`src/rtcia_pkg.sv`:
```
package rtcia_pkg;
    // I/O addresses of the two ports that front the clock
    localparam logic [15:0] IO_INDEX_ADDR = 16'h0070;
    localparam logic [15:0] IO_DATA_ADDR = 16'h0071;
    // Indexed register numbers
    localparam logic [6:0] IDX_SEC = 7'h00;
    localparam logic [6:0] IDX_ALM_SEC = 7'h01;
    localparam logic [6:0] IDX_MIN = 7'h02;
    localparam logic [6:0] IDX_ALM_MIN = 7'h03;
    localparam logic [6:0] IDX_HOUR = 7'h04;
    localparam logic [6:0] IDX_ALM_HOUR = 7'h05;
    localparam logic [6:0] IDX_WDAY = 7'h06;
    localparam logic [6:0] IDX_MDAY = 7'h07;
    localparam logic [6:0] IDX_MONTH = 7'h08;
    localparam logic [6:0] IDX_YEAR = 7'h09;
    localparam logic [6:0] IDX_CTRL_A = 7'h0a;
    localparam logic [6:0] IDX_CTRL_B = 7'h0b;
    localparam logic [6:0] IDX_FLAGS = 7'h0c;
    localparam logic [6:0] IDX_VALID = 7'h0d;
    // Field positions of divider_rate_control
    localparam int A_UIP = 7;
    localparam logic [2:0] A_DIV_RUN = 3'h2;
    // Field positions of interrupt_format_control
    localparam int B_INHIBIT = 7;
    localparam int B_BINARY = 2;
    localparam int B_HOUR24 = 1;
    localparam int B_DST = 0;
    // Field positions of event_flags and validity_alarm_day
    localparam int C_IRQ = 7;
    localparam int D_VALID = 7;
    // Reset values: divider running, periodic off, BCD, 24 hour
    localparam logic [7:0] A_RESET = 8'h20;
    localparam logic [7:0] B_RESET = 8'h02;
    // Time base
    localparam int unsigned CORE_HZ = 50_000_000;
    localparam int unsigned BASE_HZ = 32_768;
    localparam int unsigned BASE_CYCLES = CORE_HZ / BASE_HZ;
    localparam int unsigned SEC_TICKS = 32_768;
    localparam int unsigned UIP_LEAD_TICKS = 8;
    // Host register offsets on APB
    localparam logic [11:0] HOST_INDEX_OFF = 12'h000;
    localparam logic [11:0] HOST_DATA_OFF = 12'h004;
    localparam logic [11:0] HOST_STAT_OFF = 12'h008;
    localparam logic [11:0] HOST_CTRL_OFF = 12'h00c;
endpackage : rtcia_pkg

```
`src/rtcia_if.sv`:
```
`timescale 1ns/10ps
`default_nettype none
// Port-mapped I/O cycle between host and clock, plus the interrupt line
interface rtcia_if;
    logic [15:0] io_addr; // I/O address of the cycle
    logic io_stb; // One-cycle strobe per I/O cycle
    logic io_we; // High for a write
    logic [7:0] io_wdata; // Write byte
    logic [7:0] io_rdata; // Read byte, valid the cycle after the strobe
    logic irq; // Interrupt request level
    modport dev (input io_addr, input io_stb, input io_we, input io_wdata,
                 output io_rdata, output irq);
    modport host (output io_addr, output io_stb, output io_we, output io_wdata,
                  input io_rdata, input irq);
endinterface : rtcia_if
`default_nettype wire

```
`src/rtcia_tick.sv`:
```
`timescale 1ns/10ps
`default_nettype none
// Time base: 32.768 kHz ticks from the core clock, then the seconds divider
module rtcia_tick #(
    parameter int unsigned BASE_CYCLES = rtcia_pkg::BASE_CYCLES,
    parameter int unsigned SEC_TICKS = rtcia_pkg::SEC_TICKS,
    parameter int unsigned UIP_LEAD = rtcia_pkg::UIP_LEAD_TICKS
) (
    input wire logic core_clk,
    input wire logic resetn,
    input wire logic run,
    input wire logic [3:0] rate,
    output logic uip_lead,
    output logic sec_pulse,
    output logic periodic
);
    typedef struct packed {
        logic [15:0] pre; // Core cycles inside one base tick
        logic [15:0] div; // Base ticks inside one second
    } rtcia_tick_st_t;

    rtcia_tick_st_t st_q;
    rtcia_tick_st_t st_d;
    logic base;
    logic [15:0] mask;

    // Rate n gives a period of 2^(n-1) base ticks; zero turns it off
    assign base = run && (st_q.pre == 16'(BASE_CYCLES - 1));
    assign mask = 16'((32'd1 << (rate - 4'd1)) - 32'd1);
    assign sec_pulse = base && (st_q.div == 16'(SEC_TICKS - 1));
    assign uip_lead = base && (st_q.div == 16'(SEC_TICKS - 1 - UIP_LEAD));
    assign periodic = base && (rate != 4'h0) && ((st_q.div & mask) == 16'h0000);

    // Divider held cleared unless the select field is the running code
    always_comb begin
        st_d = st_q;
        if (!run) begin
            st_d = '0;
        end else begin
            st_d.pre = base ? 16'h0000 : st_q.pre + 16'h0001;
            if (base) begin
                st_d.div = sec_pulse ? 16'h0000 : st_q.div + 16'h0001;
            end
        end
    end

    // State register
    always_ff @(posedge core_clk or negedge resetn) begin
        if (!resetn) begin
            st_q <= '0;
        end else begin
            st_q <= st_d;
        end
    end
endmodule : rtcia_tick
`default_nettype wire

```
`src/rtcia_dev.sv`:
```
`timescale 1ns/10ps
`default_nettype none
module rtcia_dev #(
    parameter int unsigned SEC_TICKS = rtcia_pkg::SEC_TICKS,
    parameter int unsigned BASE_CYCLES = rtcia_pkg::BASE_CYCLES
) (
    input wire logic core_clk,
    input wire logic resetn,
    rtcia_if.dev bus
);
    typedef struct packed {
        logic [127:0][7:0] mem; // Whole indexed space, time and storage alike
        logic [6:0] index; // Selected register number
        logic [7:0] rdata; // Byte returned by the last read cycle
        logic uip; // Update in progress
        logic dst_done; // Autumn fall-back already applied today
    } rtcia_dev_st_t;

    rtcia_dev_st_t st_q;
    rtcia_dev_st_t st_d;
    logic uip_lead; // Base tick a few ticks ahead of the update
    logic sec_pulse; // Once-per-second update moment
    logic per_pulse; // Periodic event
    logic [7:0] ra; // Register A
    logic [7:0] rb; // Register B
    logic bin; // Binary data mode
    logic [7:0] s, m, h, h12, wd, md, mo, yr, dim; // Current time in binary
    logic [7:0] s_n, m_n, h_n, h12_n, wd_n, md_n, mo_n, yr_n, hr_enc; // Next time
    logic [7:0] h12_e, md_e; // Encoded next 12-hour value and day, kept apart for field selects
    logic c_min, c_hr, c_day, c_mon, c_yr, dst_fwd, dst_back, a_hit;
    logic [2:0] ev; // Periodic, alarm, update events this cycle
    logic [7:0] view; // Read view of the selected register

    // BCD or binary byte to plain binary
    function automatic logic [7:0] rtcia_dec(input logic [7:0] v, input logic b);
        rtcia_dec = b ? v : 8'({4'h0, v[7:4]} * 8'd10 + {4'h0, v[3:0]});
    endfunction : rtcia_dec

    // Plain binary to BCD or binary byte
    function automatic logic [7:0] rtcia_enc(input logic [7:0] n, input logic b);
        rtcia_enc = b ? n : {4'(n / 8'd10), 4'(n % 8'd10)};
    endfunction : rtcia_enc

    assign ra = st_q.mem[rtcia_pkg::IDX_CTRL_A];
    assign rb = st_q.mem[rtcia_pkg::IDX_CTRL_B];
    assign bin = rb[rtcia_pkg::B_BINARY];

    // Seconds divider; only runs on the documented select code
    rtcia_tick #(
        .BASE_CYCLES(BASE_CYCLES),
        .SEC_TICKS(SEC_TICKS),
        .UIP_LEAD(rtcia_pkg::UIP_LEAD_TICKS)
    ) u_tick (
        .core_clk(core_clk),
        .resetn(resetn),
        .run(ra[6:4] == rtcia_pkg::A_DIV_RUN),
        .rate(ra[3:0]),
        .uip_lead(uip_lead),
        .sec_pulse(sec_pulse),
        .periodic(per_pulse)
    );

    // Decode stored time; the hour is brought to a 0-23 value either way
    assign s = rtcia_dec(st_q.mem[rtcia_pkg::IDX_SEC], bin);
    assign m = rtcia_dec(st_q.mem[rtcia_pkg::IDX_MIN], bin);
    assign h12 = rtcia_dec({1'b0, st_q.mem[rtcia_pkg::IDX_HOUR][6:0]}, bin);
    assign h = rb[rtcia_pkg::B_HOUR24] ? rtcia_dec(st_q.mem[rtcia_pkg::IDX_HOUR], bin)
             : 8'((h12 == 8'd12 ? 8'd0 : h12)
                  + (st_q.mem[rtcia_pkg::IDX_HOUR][7] ? 8'd12 : 8'd0));
    assign wd = rtcia_dec(st_q.mem[rtcia_pkg::IDX_WDAY], bin);
    assign md = rtcia_dec(st_q.mem[rtcia_pkg::IDX_MDAY], bin);
    assign mo = rtcia_dec(st_q.mem[rtcia_pkg::IDX_MONTH], bin);
    assign yr = rtcia_dec(st_q.mem[rtcia_pkg::IDX_YEAR], bin);

    // Month length; two-digit year, so every fourth year is a leap year
    always_comb begin
        case (mo)
            8'd4, 8'd6, 8'd9, 8'd11: dim = 8'd30;
            8'd2: dim = (yr[1:0] == 2'b00) ? 8'd29 : 8'd28;
            default: dim = 8'd31;
        endcase
    end

    // Carry chain of one second's advance
    assign c_min = (s >= 8'd59);
    assign s_n = c_min ? 8'd0 : s + 8'd1;
    assign c_hr = c_min && (m >= 8'd59);
    assign m_n = c_min ? (c_hr ? 8'd0 : m + 8'd1) : m;
    // Daylight saving: first Sunday of April jumps 2 AM, last of October repeats 1 AM
    assign dst_fwd = rb[rtcia_pkg::B_DST] && c_hr && h == 8'd1 && wd == 8'd1
                     && mo == 8'd4 && md <= 8'd7;
    assign dst_back = rb[rtcia_pkg::B_DST] && c_hr && h == 8'd1 && wd == 8'd1
                      && mo == 8'd10 && md >= 8'd25 && !st_q.dst_done;
    assign c_day = c_hr && (h >= 8'd23);
    assign h_n = !c_hr ? h : dst_fwd ? 8'd3 : dst_back ? 8'd1 : c_day ? 8'd0 : h + 8'd1;
    assign h12_n = (h_n == 8'd0) ? 8'd12 : (h_n > 8'd12) ? h_n - 8'd12 : h_n;
    assign h12_e = rtcia_enc(h12_n, bin);
    assign hr_enc = rb[rtcia_pkg::B_HOUR24] ? rtcia_enc(h_n, bin)
                  : {h_n >= 8'd12, h12_e[6:0]};
    assign wd_n = c_day ? (wd >= 8'd7 ? 8'd1 : wd + 8'd1) : wd;
    assign c_mon = c_day && (md >= dim);
    assign md_n = c_day ? (c_mon ? 8'd1 : md + 8'd1) : md;
    assign c_yr = c_mon && (mo >= 8'd12);
    assign mo_n = c_mon ? (c_yr ? 8'd1 : mo + 8'd1) : mo;
    assign yr_n = c_yr ? (yr >= 8'd99 ? 8'd0 : yr + 8'd1) : yr;

    // Alarm against the new time; 11xxxxxx in a field or day 0 matches anything
    assign md_e = rtcia_enc(md_n, bin);
    assign a_hit = (st_q.mem[rtcia_pkg::IDX_ALM_SEC][7:6] == 2'b11
                    || st_q.mem[rtcia_pkg::IDX_ALM_SEC] == rtcia_enc(s_n, bin))
                && (st_q.mem[rtcia_pkg::IDX_ALM_MIN][7:6] == 2'b11
                    || st_q.mem[rtcia_pkg::IDX_ALM_MIN] == rtcia_enc(m_n, bin))
                && (st_q.mem[rtcia_pkg::IDX_ALM_HOUR][7:6] == 2'b11
                    || st_q.mem[rtcia_pkg::IDX_ALM_HOUR] == hr_enc)
                && (st_q.mem[rtcia_pkg::IDX_VALID][5:0] == 6'h00
                    || st_q.mem[rtcia_pkg::IDX_VALID][5:0] == md_e[5:0]);

    // Read view: status bits are built, not stored
    always_comb begin
        case (st_q.index)
            rtcia_pkg::IDX_CTRL_A: view = {st_q.uip, ra[6:0]};
            rtcia_pkg::IDX_FLAGS: view = {st_q.mem[rtcia_pkg::IDX_FLAGS][7:4], 4'h0};
            rtcia_pkg::IDX_VALID: view = {1'b1, 1'b0, st_q.mem[rtcia_pkg::IDX_VALID][5:0]};
            default: view = st_q.mem[st_q.index];
        endcase
    end

    // Next state: update timing, then the I/O cycle, then event flags
    always_comb begin
        st_d = st_q;
        ev = {per_pulse, 2'b00};
        // Busy rises ahead of the update so a low reading is safe
        if (uip_lead && !rb[rtcia_pkg::B_INHIBIT]) begin
            st_d.uip = 1'b1;
        end
        if (sec_pulse) begin
            // Busy falls on the same edge that loads the new time
            st_d.uip = 1'b0;
            if (!rb[rtcia_pkg::B_INHIBIT]) begin
                st_d.mem[rtcia_pkg::IDX_SEC] = rtcia_enc(s_n, bin);
                st_d.mem[rtcia_pkg::IDX_MIN] = rtcia_enc(m_n, bin);
                st_d.mem[rtcia_pkg::IDX_HOUR] = hr_enc;
                st_d.mem[rtcia_pkg::IDX_WDAY] = rtcia_enc(wd_n, bin);
                st_d.mem[rtcia_pkg::IDX_MDAY] = rtcia_enc(md_n, bin);
                st_d.mem[rtcia_pkg::IDX_MONTH] = rtcia_enc(mo_n, bin);
                st_d.mem[rtcia_pkg::IDX_YEAR] = rtcia_enc(yr_n, bin);
                st_d.dst_done = dst_back ? 1'b1 : (c_day ? 1'b0 : st_q.dst_done);
                ev[0] = 1'b1;
                ev[1] = a_hit;
            end
        end
        // I/O cycle; a write on the same edge as an update wins
        if (bus.io_stb) begin
            if (bus.io_addr == rtcia_pkg::IO_INDEX_ADDR && bus.io_we) begin
                st_d.index = bus.io_wdata[6:0];
            end else if (bus.io_addr == rtcia_pkg::IO_INDEX_ADDR) begin
                st_d.rdata = {1'b0, st_q.index};
            end else if (bus.io_addr == rtcia_pkg::IO_DATA_ADDR && bus.io_we) begin
                case (st_q.index)
                    rtcia_pkg::IDX_CTRL_A: st_d.mem[st_q.index] = {1'b0, bus.io_wdata[6:0]};
                    rtcia_pkg::IDX_FLAGS: st_d.mem[st_q.index] = st_q.mem[st_q.index];
                    rtcia_pkg::IDX_VALID: st_d.mem[st_q.index] = {2'b00, bus.io_wdata[5:0]};
                    // Square wave enable is stored but drives nothing
                    default: st_d.mem[st_q.index] = bus.io_wdata;
                endcase
            end else if (bus.io_addr == rtcia_pkg::IO_DATA_ADDR) begin
                st_d.rdata = view;
                if (st_q.index == rtcia_pkg::IDX_FLAGS) begin
                    st_d.mem[rtcia_pkg::IDX_FLAGS] = 8'h00;
                end
            end else if (!bus.io_we) begin
                // Other addresses float high on a read
                st_d.rdata = 8'hff;
            end
        end
        // Events are set after the read clear, so a colliding event survives
        st_d.mem[rtcia_pkg::IDX_FLAGS][6:4] = st_d.mem[rtcia_pkg::IDX_FLAGS][6:4] | ev;
        if (|(ev & rb[6:4])) begin
            st_d.mem[rtcia_pkg::IDX_FLAGS][rtcia_pkg::C_IRQ] = 1'b1;
        end
    end

    // State register; time registers come up zero, storage cleared
    always_ff @(posedge core_clk or negedge resetn) begin
        if (!resetn) begin
            st_q <= '0;
            st_q.mem[rtcia_pkg::IDX_CTRL_A] <= rtcia_pkg::A_RESET;
            st_q.mem[rtcia_pkg::IDX_CTRL_B] <= rtcia_pkg::B_RESET;
        end else begin
            st_q <= st_d;
        end
    end

    assign bus.io_rdata = st_q.rdata;
    assign bus.irq = st_q.mem[rtcia_pkg::IDX_FLAGS][rtcia_pkg::C_IRQ];
endmodule : rtcia_dev
`default_nettype wire

```
`src/flat_wrapper.sv`:
```
// flat-port wrapper written by rule: the top's interface ports become plain ports
module rtcia_dev_flat 
#(
    parameter int unsigned SEC_TICKS = rtcia_pkg::SEC_TICKS,
    parameter int unsigned BASE_CYCLES = rtcia_pkg::BASE_CYCLES
)
  (core_clk, resetn, bus_io_addr, bus_io_stb, bus_io_we, bus_io_wdata, bus_io_rdata, bus_irq);
  rtcia_if bus_i ();
  input wire logic core_clk;
  input wire logic resetn;
  input wire logic [$bits(bus_i.io_addr)-1:0] bus_io_addr;
  input wire logic [$bits(bus_i.io_stb)-1:0] bus_io_stb;
  input wire logic [$bits(bus_i.io_we)-1:0] bus_io_we;
  input wire logic [$bits(bus_i.io_wdata)-1:0] bus_io_wdata;
  output wire logic [$bits(bus_i.io_rdata)-1:0] bus_io_rdata;
  output wire logic [$bits(bus_i.irq)-1:0] bus_irq;
  assign bus_i.io_addr = bus_io_addr;
  assign bus_i.io_stb = bus_io_stb;
  assign bus_i.io_we = bus_io_we;
  assign bus_i.io_wdata = bus_io_wdata;
  assign bus_io_rdata = bus_i.io_rdata;
  assign bus_irq = bus_i.irq;
  rtcia_dev #(.SEC_TICKS(SEC_TICKS), .BASE_CYCLES(BASE_CYCLES)) u_core (.core_clk(core_clk), .resetn(resetn), .bus(bus_i));
endmodule
```
`config.mk`:
```
export PLATFORM = sky130hd
export DESIGN_NAME = rtcia_dev_flat
export DESIGN_NICKNAME = d
export VERILOG_FILES = /design/src/rtcia_pkg.sv /design/src/rtcia_if.sv /design/src/rtcia_tick.sv /design/src/rtcia_dev.sv /design/src/flat_wrapper.sv
export SDC_FILE = /design/constraint.sdc
export NUM_CORES = 2
export LEC_CHECK = 0
export ABC_AREA = 1
export ABC_CLOCK_PERIOD_IN_PS = 8850
export BUFFER_PORTS_ARGS = -buffer_cell sky130_fd_sc_hd__buf_2
export CAP_MARGIN = 20
export CORE_AREA = 4 4 329 331
export DETAILED_ROUTE_END_ITERATION = 10
export DIE_AREA = 0 0 333 335
export GPL_TIMING_DRIVEN = 0
export PLACE_DENSITY = 0.7
export REMOVE_ABC_BUFFERS = 1
export SETUP_SLACK_MARGIN = 0.4
export SLEW_MARGIN = 10
export SYNTH_ARGS = -nofsm -noshare
export SYNTH_HDL_FRONTEND = slang
export SYNTH_SLANG_ARGS = --single-unit
```
`constraint.sdc`:
```
create_clock -name core_clk -period 8.85 [get_ports core_clk]
set_clock_uncertainty 0.15 [all_clocks]
set_input_delay 1.77 -clock core_clk [delete_from_list [all_inputs] [get_ports core_clk]]
set_output_delay 1.77 -clock core_clk [all_outputs]
set_load 0.005 [all_outputs]
```
---- Word-level counts from Yosys, hierarchy flattened ----
Cells that the tools add are included.
operators by class
  add/subtract/negate cells ............... 21
  multipliers ............................. 8
  divide/modulo/power cells ............... 16
  $lt $le $gt $ge ......................... 13
  equality and inequality tests ........... 30
  shift-type cells ........................ 1
  muxes and demuxes ....................... 82
  bitwise logic cells ..................... 6
  reductions and logical operators ........ 50
operators by type and width
  cell                                                                     number
  1024-bit bitwise mux                                                     4
  1024-bit case mux with 3 select lines                                    1
  8-bit 2-to-1 mux                                                         51
  104-bit 2-to-1 mux                                                       2
  119-bit 2-to-1 mux                                                       1
  32-bit 2-to-1 mux                                                        3
  96-bit 2-to-1 mux                                                        1
  8-bit by 4-bit divider with 8-bit output (second input constant)         8
  8-bit by 4-bit remainder unit with 8-bit output (second input constant)  8
  8-bit by 1-bit adder with 8-bit output (second input constant)           7
  8-bit by 4-bit adder with 8-bit output                                   7
  8-bit binary-select mux with 7-bit select                                1
  8-bit demux with 7-bit select                                            1
  4-bit by 3-bit multiplier with 7-bit output (second input constant)      7
  16-bit 2-to-1 mux                                                        3
  16-bit by 1-bit adder with 16-bit output (second input constant)         2
  16-bit by 15-bit == test with 1-bit output (second input constant)       2
  16-bit by 7-bit == test with 1-bit output (second input constant)        2
  8-bit by 4-bit == test with 1-bit output (second input constant)         4
  8-bit == test                                                            3
  1-bit logical AND                                                        24
  8-bit case mux with 3 select lines                                       1
  7-bit by 4-bit == test with 1-bit output (second input constant)         3
  16-bit AND                                                               1
  50 further kinds                                                         80
word-level totals
  flip-flop bits (word level) ............. 1073
  input port bits ......................... 28
  output and inout port bits .............. 9
  logic and storage cells ................. 363

---- Depth between registers and ports, before layout ----
  word-level depth ........................ 32
  mapped depth ............................ 64
  gate-level depth less buffers ........... 64

---- Modules after synthesis ----
A second synthesis with hierarchy kept.
unflattened totals
  cells, all modules ...................... 8982
  area total of the unflattened synthesis .. 65444.0 um^2
modules (own cells, without submodules)
  module      times used  cells an instance  area each (um^2)  sequential area each (um^2)
  rtcia_dev   1           8654               63205.6           26052.5
  rtcia_tick  1           328                2238.4            800.8

---- Least setup slack after synthesis ----
OpenSTA, ideal clock, no wires.
  path type ............................... reg-to-reg
  start point ............................. reg u_core.st_q[86] (netlist bit)
  end point ............................... reg u_core.st_q (netlist bit u_core.bus.irq)
  arrival time ............................ 6.099 ns
  data required time ...................... 8.635 ns
  setup slack ............................. 2.535 ns
  stages on the path, launching flop included .. 54
  path buffers ............................ 0
  period minus slack after synthesis ...... 6.315 ns
  path through ............................ dfrtp_1 ha_1 ha_1 fa_1 nand2_1 inv_1 nand4_1 nand2_1 nand2_1 nand3_1 nand2_1 nor2_1 inv_2 nor4_1 a21oi_1 ha_1 inv_1 nand2_1 (+18 left out) nand2_1 nand2_2 nand2_1 and2_1 ha_1 inv_1 nand2_1 nand2_1 nand2_1 nand3_1 nand2_1 nand2_1 nand2_1 inv_1 nand3_1 a21oi_2 nand3_1 nand2_1
between the ends
  cells in the longest elaborated chain, start to end .. 26
  elaborated cells on any way between the ends .. 56
ends and longest elaborated chain
  what                                                                                                                 RTL line          source
  start: declaration                                                                                                   rtcia_dev.sv:19   rtcia_dev_st_t st_q;
  start signal: assignment                                                                                             rtcia_dev.sv:190  st_q <= st_d;
  4-bit by 3-bit multiplier with 7-bit output                                                                          rtcia_dev.sv:36   rtcia_dec = b ? v : 8'({4'h0, v[7:4]} * 8'd10 + {4'h0, v[3:0]});
  8-bit by 4-bit adder with 8-bit output                                                                               rtcia_dev.sv:36
  8-bit 2-to-1 mux (*)                                                                                                 rtcia_dev.sv:36
  8-bit by 4-bit == test with 1-bit output                                                                             rtcia_dev.sv:93   && mo == 8'd10 && md >= 8'd25 && !st_q.dst_done;
  1-bit logical AND (3 in a row)                                                                                       rtcia_dev.sv:93
  8-bit 2-to-1 mux (3 in a row)                                                                                        rtcia_dev.sv:95   assign h_n = !c_hr ? h : dst_fwd ? 8'd3 : dst_back ? 8'd1 : c_day ? 8'd0 : h + 8'd1;
  8-bit by 4-bit subtractor with 8-bit output / 8-bit by 4-bit > comparator with 1-bit output (equally long branches)  rtcia_dev.sv:96   assign h12_n = (h_n == 8'd0) ? 8'd12 : (h_n > 8'd12) ? h_n - 8'd12 : h_n;
  8-bit 2-to-1 mux (2 in a row)                                                                                        rtcia_dev.sv:96
  (+5 left out)                                                                                                        -
  1-bit logical AND                                                                                                    rtcia_dev.sv:113  && (st_q.mem[rtcia_pkg::IDX_ALM_HOUR][7:6] == 2'b11
  1-bit logical AND (*)                                                                                                rtcia_dev.sv:115  && (st_q.mem[rtcia_pkg::IDX_VALID][5:0] == 6'h00
  2-bit 2-to-1 mux (*)                                                                                                 rtcia_dev.sv:139  if (!rb[rtcia_pkg::B_INHIBIT]) begin
  2-bit 2-to-1 mux (*)                                                                                                 rtcia_dev.sv:136  if (sec_pulse) begin
  3-bit AND (*)                                                                                                        rtcia_dev.sv:178  if (|(ev & rb[6:4])) begin
  3-bit OR reduction (*)                                                                                               rtcia_dev.sv:178
  2-bit != test (no source line) (tied with other cells)                                                               -
  5-bit AND reduction (no source line)                                                                                 -
Mark *: on every way between the ends. The rest lies on a longest branch, timed or not.
A chain may end at the register's enable or synchronous reset.

---- Worst setup path after layout ----
  start point ............................. reg u_core.st_q[53] (netlist bit)
  end point ............................... reg u_core.st_q (netlist bit u_core.bus.irq)
between the ends
  cells in the longest elaborated chain, start to end .. 32
  elaborated cells on any way between the ends .. 61
ends and longest elaborated chain
  what                                                                                                   RTL line          source
  3-bit by 3-bit multiplier with 6-bit output                                                            rtcia_dev.sv:36
  7-bit by 4-bit adder with 8-bit output                                                                 rtcia_dev.sv:36
  8-bit 2-to-1 mux                                                                                       rtcia_dev.sv:36
  8-bit by 4-bit == test with 1-bit output                                                               rtcia_dev.sv:68   : 8'((h12 == 8'd12 ? 8'd0 : h12)
  8-bit 2-to-1 mux                                                                                       rtcia_dev.sv:68
  8-bit adder                                                                                            rtcia_dev.sv:69   + (st_q.mem[rtcia_pkg::IDX_HOUR][7] ? 8'd12 : 8'd0));
  8-bit 2-to-1 mux (*)                                                                                   rtcia_dev.sv:67   assign h = rb[rtcia_pkg::B_HOUR24] ? rtcia_dec(st_q.mem[rtcia_pkg::IDX_HOUR], bin)
  branches (longest 18 deep; another with 8-bit by 5-bit greater-or-equal comparator with 1-bit output)  -
  1-bit logical AND (*)                                                                                  rtcia_dev.sv:115
  2-bit 2-to-1 mux (*)                                                                                   rtcia_dev.sv:139
  2-bit 2-to-1 mux (*)                                                                                   rtcia_dev.sv:136
  3-bit AND (*)                                                                                          rtcia_dev.sv:178
  3-bit OR reduction (*)                                                                                 rtcia_dev.sv:178
  2-bit != test (no source line) (tied with other cells)                                                 -
  5-bit AND reduction (no source line)                                                                   -
Every way passes the cells marked *.

==> flow_metrics.env <==
export IMPL_rows=119
export IMPL_net_switching_power_uw=2330
export IMPL_critical_path_endpoint_type="flip-flop"
export IMPL_holdBufCountCts=0
export IMPL_worst_slew_margin_rel_pct=13.2
export IMPL_routed_wirelength_um=198000
export IMPL_antenna_found_initial=3
export IMPL_sequential_fraction_of_design_power_pct=49.0
export IMPL_io_buffer_count=36
export IMPL_p_per_area_nw_per_um2=158
export IMPL_critPathArrivalTime_ns=8.15
export IMPL_area_overhead_vs_synth_pct=10.3
export IMPL_tns_ns=0
export IMPL_maxSlewViolCount=0
export IMPL_first_pass_grt_wire_length_um=304000
export IMPL_clock_power_share_pct=48.0
export IMPL_track_usage_pct=34.6
export IMPL_num_vias=53900
export IMPL_initial_utilization_pct=54.7
export IMPL_critPathBufInv=8
export IMPL_post_cts_setup_buffer_count=0
export IMPL_count_of_flip_flops_with_a_built_in_enable_after_synthesis=0
export IMPL_switching_share_pct=23.3
export IMPL_hpwl_um=127000
export IMPL_grt_pass1_vias=51100
export IMPL_comb_power_share_pct=3.0
export IMPL_setup_violations_final=0
export IMPL_place_congestion=0.929
export IMPL_period_share_pct=86.5
export IMPL_drive_gt1_share_pct=7.50
export IMPL_drt_iter0_markers=6546
export IMPL_setup_worst_path_class="reg2reg"
export IMPL_cts_buffers=109
export IMPL_crit_path_top_cell_by_count="sky130_fd_sc_hd__nand2_1"
export IMPL_route_detailed_vias_per_inst=6.35
export IMPL_grtUsageMet1_pct=46.3
export IMPL_clk_transition_reported_paths_ns=0.07
export IMPL_use_met2_pct=52.4
export IMPL_top_usage_layer="met2"
export IMPL_tightest_slew_ns=1.29
export IMPL_dpl_cell_area_um2=59600
export IMPL_highest_count_cells_in_the_layout_ignoring_fill_and_taps="sky130_fd_sc_hd__nor2_1, sky130_fd_sc_hd__dfrtp_1, sky130_fd_sc_hd__nand2_1"
export IMPL_fin_nets=7135
export IMPL_postRouteAntennaNets=0
export IMPL_postSynth_asyncResetShare_pct=100
export IMPL_use_met3_pct=8.71
export IMPL_layout_fillers=9180
export IMPL_clock_tree_htree_level_count=3
export IMPL_fin_hold_viols=0
export IMPL_avgSynthCellArea_um2=7.92
export IMPL_timing_critical_path_slowest_stage_cell="sky130_fd_sc_hd__dfrtp_1"
export IMPL_timing_critical_path_fanout_max=7
export IMPL_netlist_top_cell_by_area="sky130_fd_sc_hd__dfrtp_1"
export IMPL_status="finished clean"
export IMPL_seq_area_frac_synth_pct=46.7
export IMPL_detailedPlace_worstSlack_ns=1.17
export IMPL_remaining_drc_errors=0
export IMPL_die_x_um=333
export IMPL_first_pass_iters=7
export IMPL_fin_area_um2=63400
export IMPL_synthesis_yosys_warnings=0
export IMPL_setup_repair_after_global_routing_missed_its_margin="no"
export IMPL_layout_core_utilization_pct=60.3
export IMPL_synth_top_cell_area_share_pct=46.6
export IMPL_cap_viol_max_count=0
export IMPL_critical_path_max_stage_delay_ns=0.49
export IMPL_synth_seq_cells=1073
export IMPL_io_pins=37
export IMPL_largest_net_degree_at_the_start_of_global_routing=155
export IMPL_dieArea_um2=112000
export IMPL_tritoncts="done"
export IMPL_buffer_levels_on_the_longest_clock_path=3
export IMPL_critPathTopFamily="simple AND/OR/NAND/NOR gates"
export IMPL_post_route_worst_setup_slack_ns=1.20
export IMPL_clock_latency_ns=0.73
export IMPL_layout_cells_most_common="sky130_fd_sc_hd__nor2_1"
export IMPL_dieHeight_um=335
export IMPL_synth_distinct_cells=79
export IMPL_numClockSinks=1073
export IMPL_fmax_ghz=0.131
export IMPL_synthFlopType="sky130_fd_sc_hd__dfrtp_1"
export IMPL_synthesis_area_um2=57500
export IMPL_core_area_um2=105000
export IMPL_ys_top_cells_by_area="sky130_fd_sc_hd__dfrtp_1, sky130_fd_sc_hd__nor2_1, sky130_fd_sc_hd__a21oi_1"
export IMPL_globalRouteOverflowTotal=0
export IMPL_wire_per_inst_um=23.3
export IMPL_layout_min_cycle_time_ns=7.65
export IMPL_power_leakage_uw=0.0281
export IMPL_vdd_drop_max_uv=195
export IMPL_cts_root_buffer_cell="sky130_fd_sc_hd__clkbuf_16"
export IMPL_required_ns=9.35
export IMPL_synthCells=7256
export IMPL_cp_start_kind="flip-flop"
export IMPL_hold_class="reg2reg"
export IMPL_timing_hold_ws_ns=0.312
export IMPL_p_int_uw=7700
-- cell usage after synthesis (all sizes together) (4+ instances only) --
cell	instances
o21ai	548
o2111ai	11
dfrtp	1071
nor3b	4
o22ai	411
inv	494
a21boi	7
nand2	952
or2	29
ha	88
o22a	6
a41oi	7
o211ai	26
a22oi	47
xor2	46
o221ai	15
o32a	31
o21a	16
clkinv	18
a211oi	6
a21o	4
a21oi	906
o21bai	9
nor2	1305
o31ai	14
clkbuf	398
nand3b	11
a22o	7
o41ai	82
nor3	113
o32ai	12
xnor2	26
nand4	58
fa	15
a31oi	112
a221oi	29
nor4	27
buf	89
mux2	7
or4	6
nand3	174
-- cell type report --
type	instances	area [um^2]	area share [%]
Multi-Input combinational cell	5184	27100	42.8
Sequential cell	1073	26900	42.4
Clock buffer	160	3260	5.15
Inverter	512	2010	3.17
Timing Repair Buffer	124	1920	3.02
Tap cell	1391	1740	2.75
Clock inverter	43	463	0.731
Antenna cell	3	7.51	0.0118
-- power groups by stage --
stage          clock network [uW]  registers (uW)  logic (uW)
6_report                     4810            4920         305
3_5_place_dp                    0            5010         301
3_3_place_gp                    0            5010         260
2_1_floorplan                   0            5010        62.9
4_1_cts                      4840            4920         302
5_1_grt                      5050            4910         326
-- kinds of logic after synthesis --
group,synth area share (%)
compound gates,23.6
xor+xnor,1.12
fa+ha+maj,2.44
buf+inv,6.75
flops,46.7
mux,0.137
simple gates,19.2
-- timing repair --
item | in CTS | in global routing
hold endpoints to repair | 0 | 0
setup endpoints to repair | 0 | 2
gates resized for setup | 0 | 8
-- worst paths after layout --
| check | from | to | slack (ns) | cells after the start |
|---|---|---|---|---|
| max | u_core.st_q[53] | u_core.bus.irq | 1.20 | 54 |
| min in group asynchronous | resetn | u_core.st_q[0] | 0.90 | 2 |
| max in group asynchronous | resetn | u_core.st_q[789] | 5.66 | 4 |
| min | u_core.u_tick.st_q[16] | u_core.u_tick.st_q[16] | 0.31 | 1 |
| min reg2reg | u_core.u_tick.st_q[16] | u_core.u_tick.st_q[16] | 0.31 | 1 |
| max reg2reg | u_core.st_q[53] | u_core.bus.irq | 1.20 | 54 |
-- stage by stage --
step / instances / total power [uW]
2_1_floorplan: 6769 / 5070
4_1_cts: 8485 / 10100
5_1_grt: 8487 / 10300
6_report: 8490 / 10000
3_5_place_dp: 8282 / 5310
3_3_place_gp: 8196 / 5270
-- layer usage --
| metal | vias to the layer above | routed length (um) |
|---|---|---|
| met1 | 25800 | 77800 |
| li1 | 24500 | - |
| met2 | 2986 | 86000 |
| met4 | 4 | 11600 |
| met3 | 614 | 22300 |
| met5 | - | 27 |
Note: power is estimated with default switching activity, not from simulation.
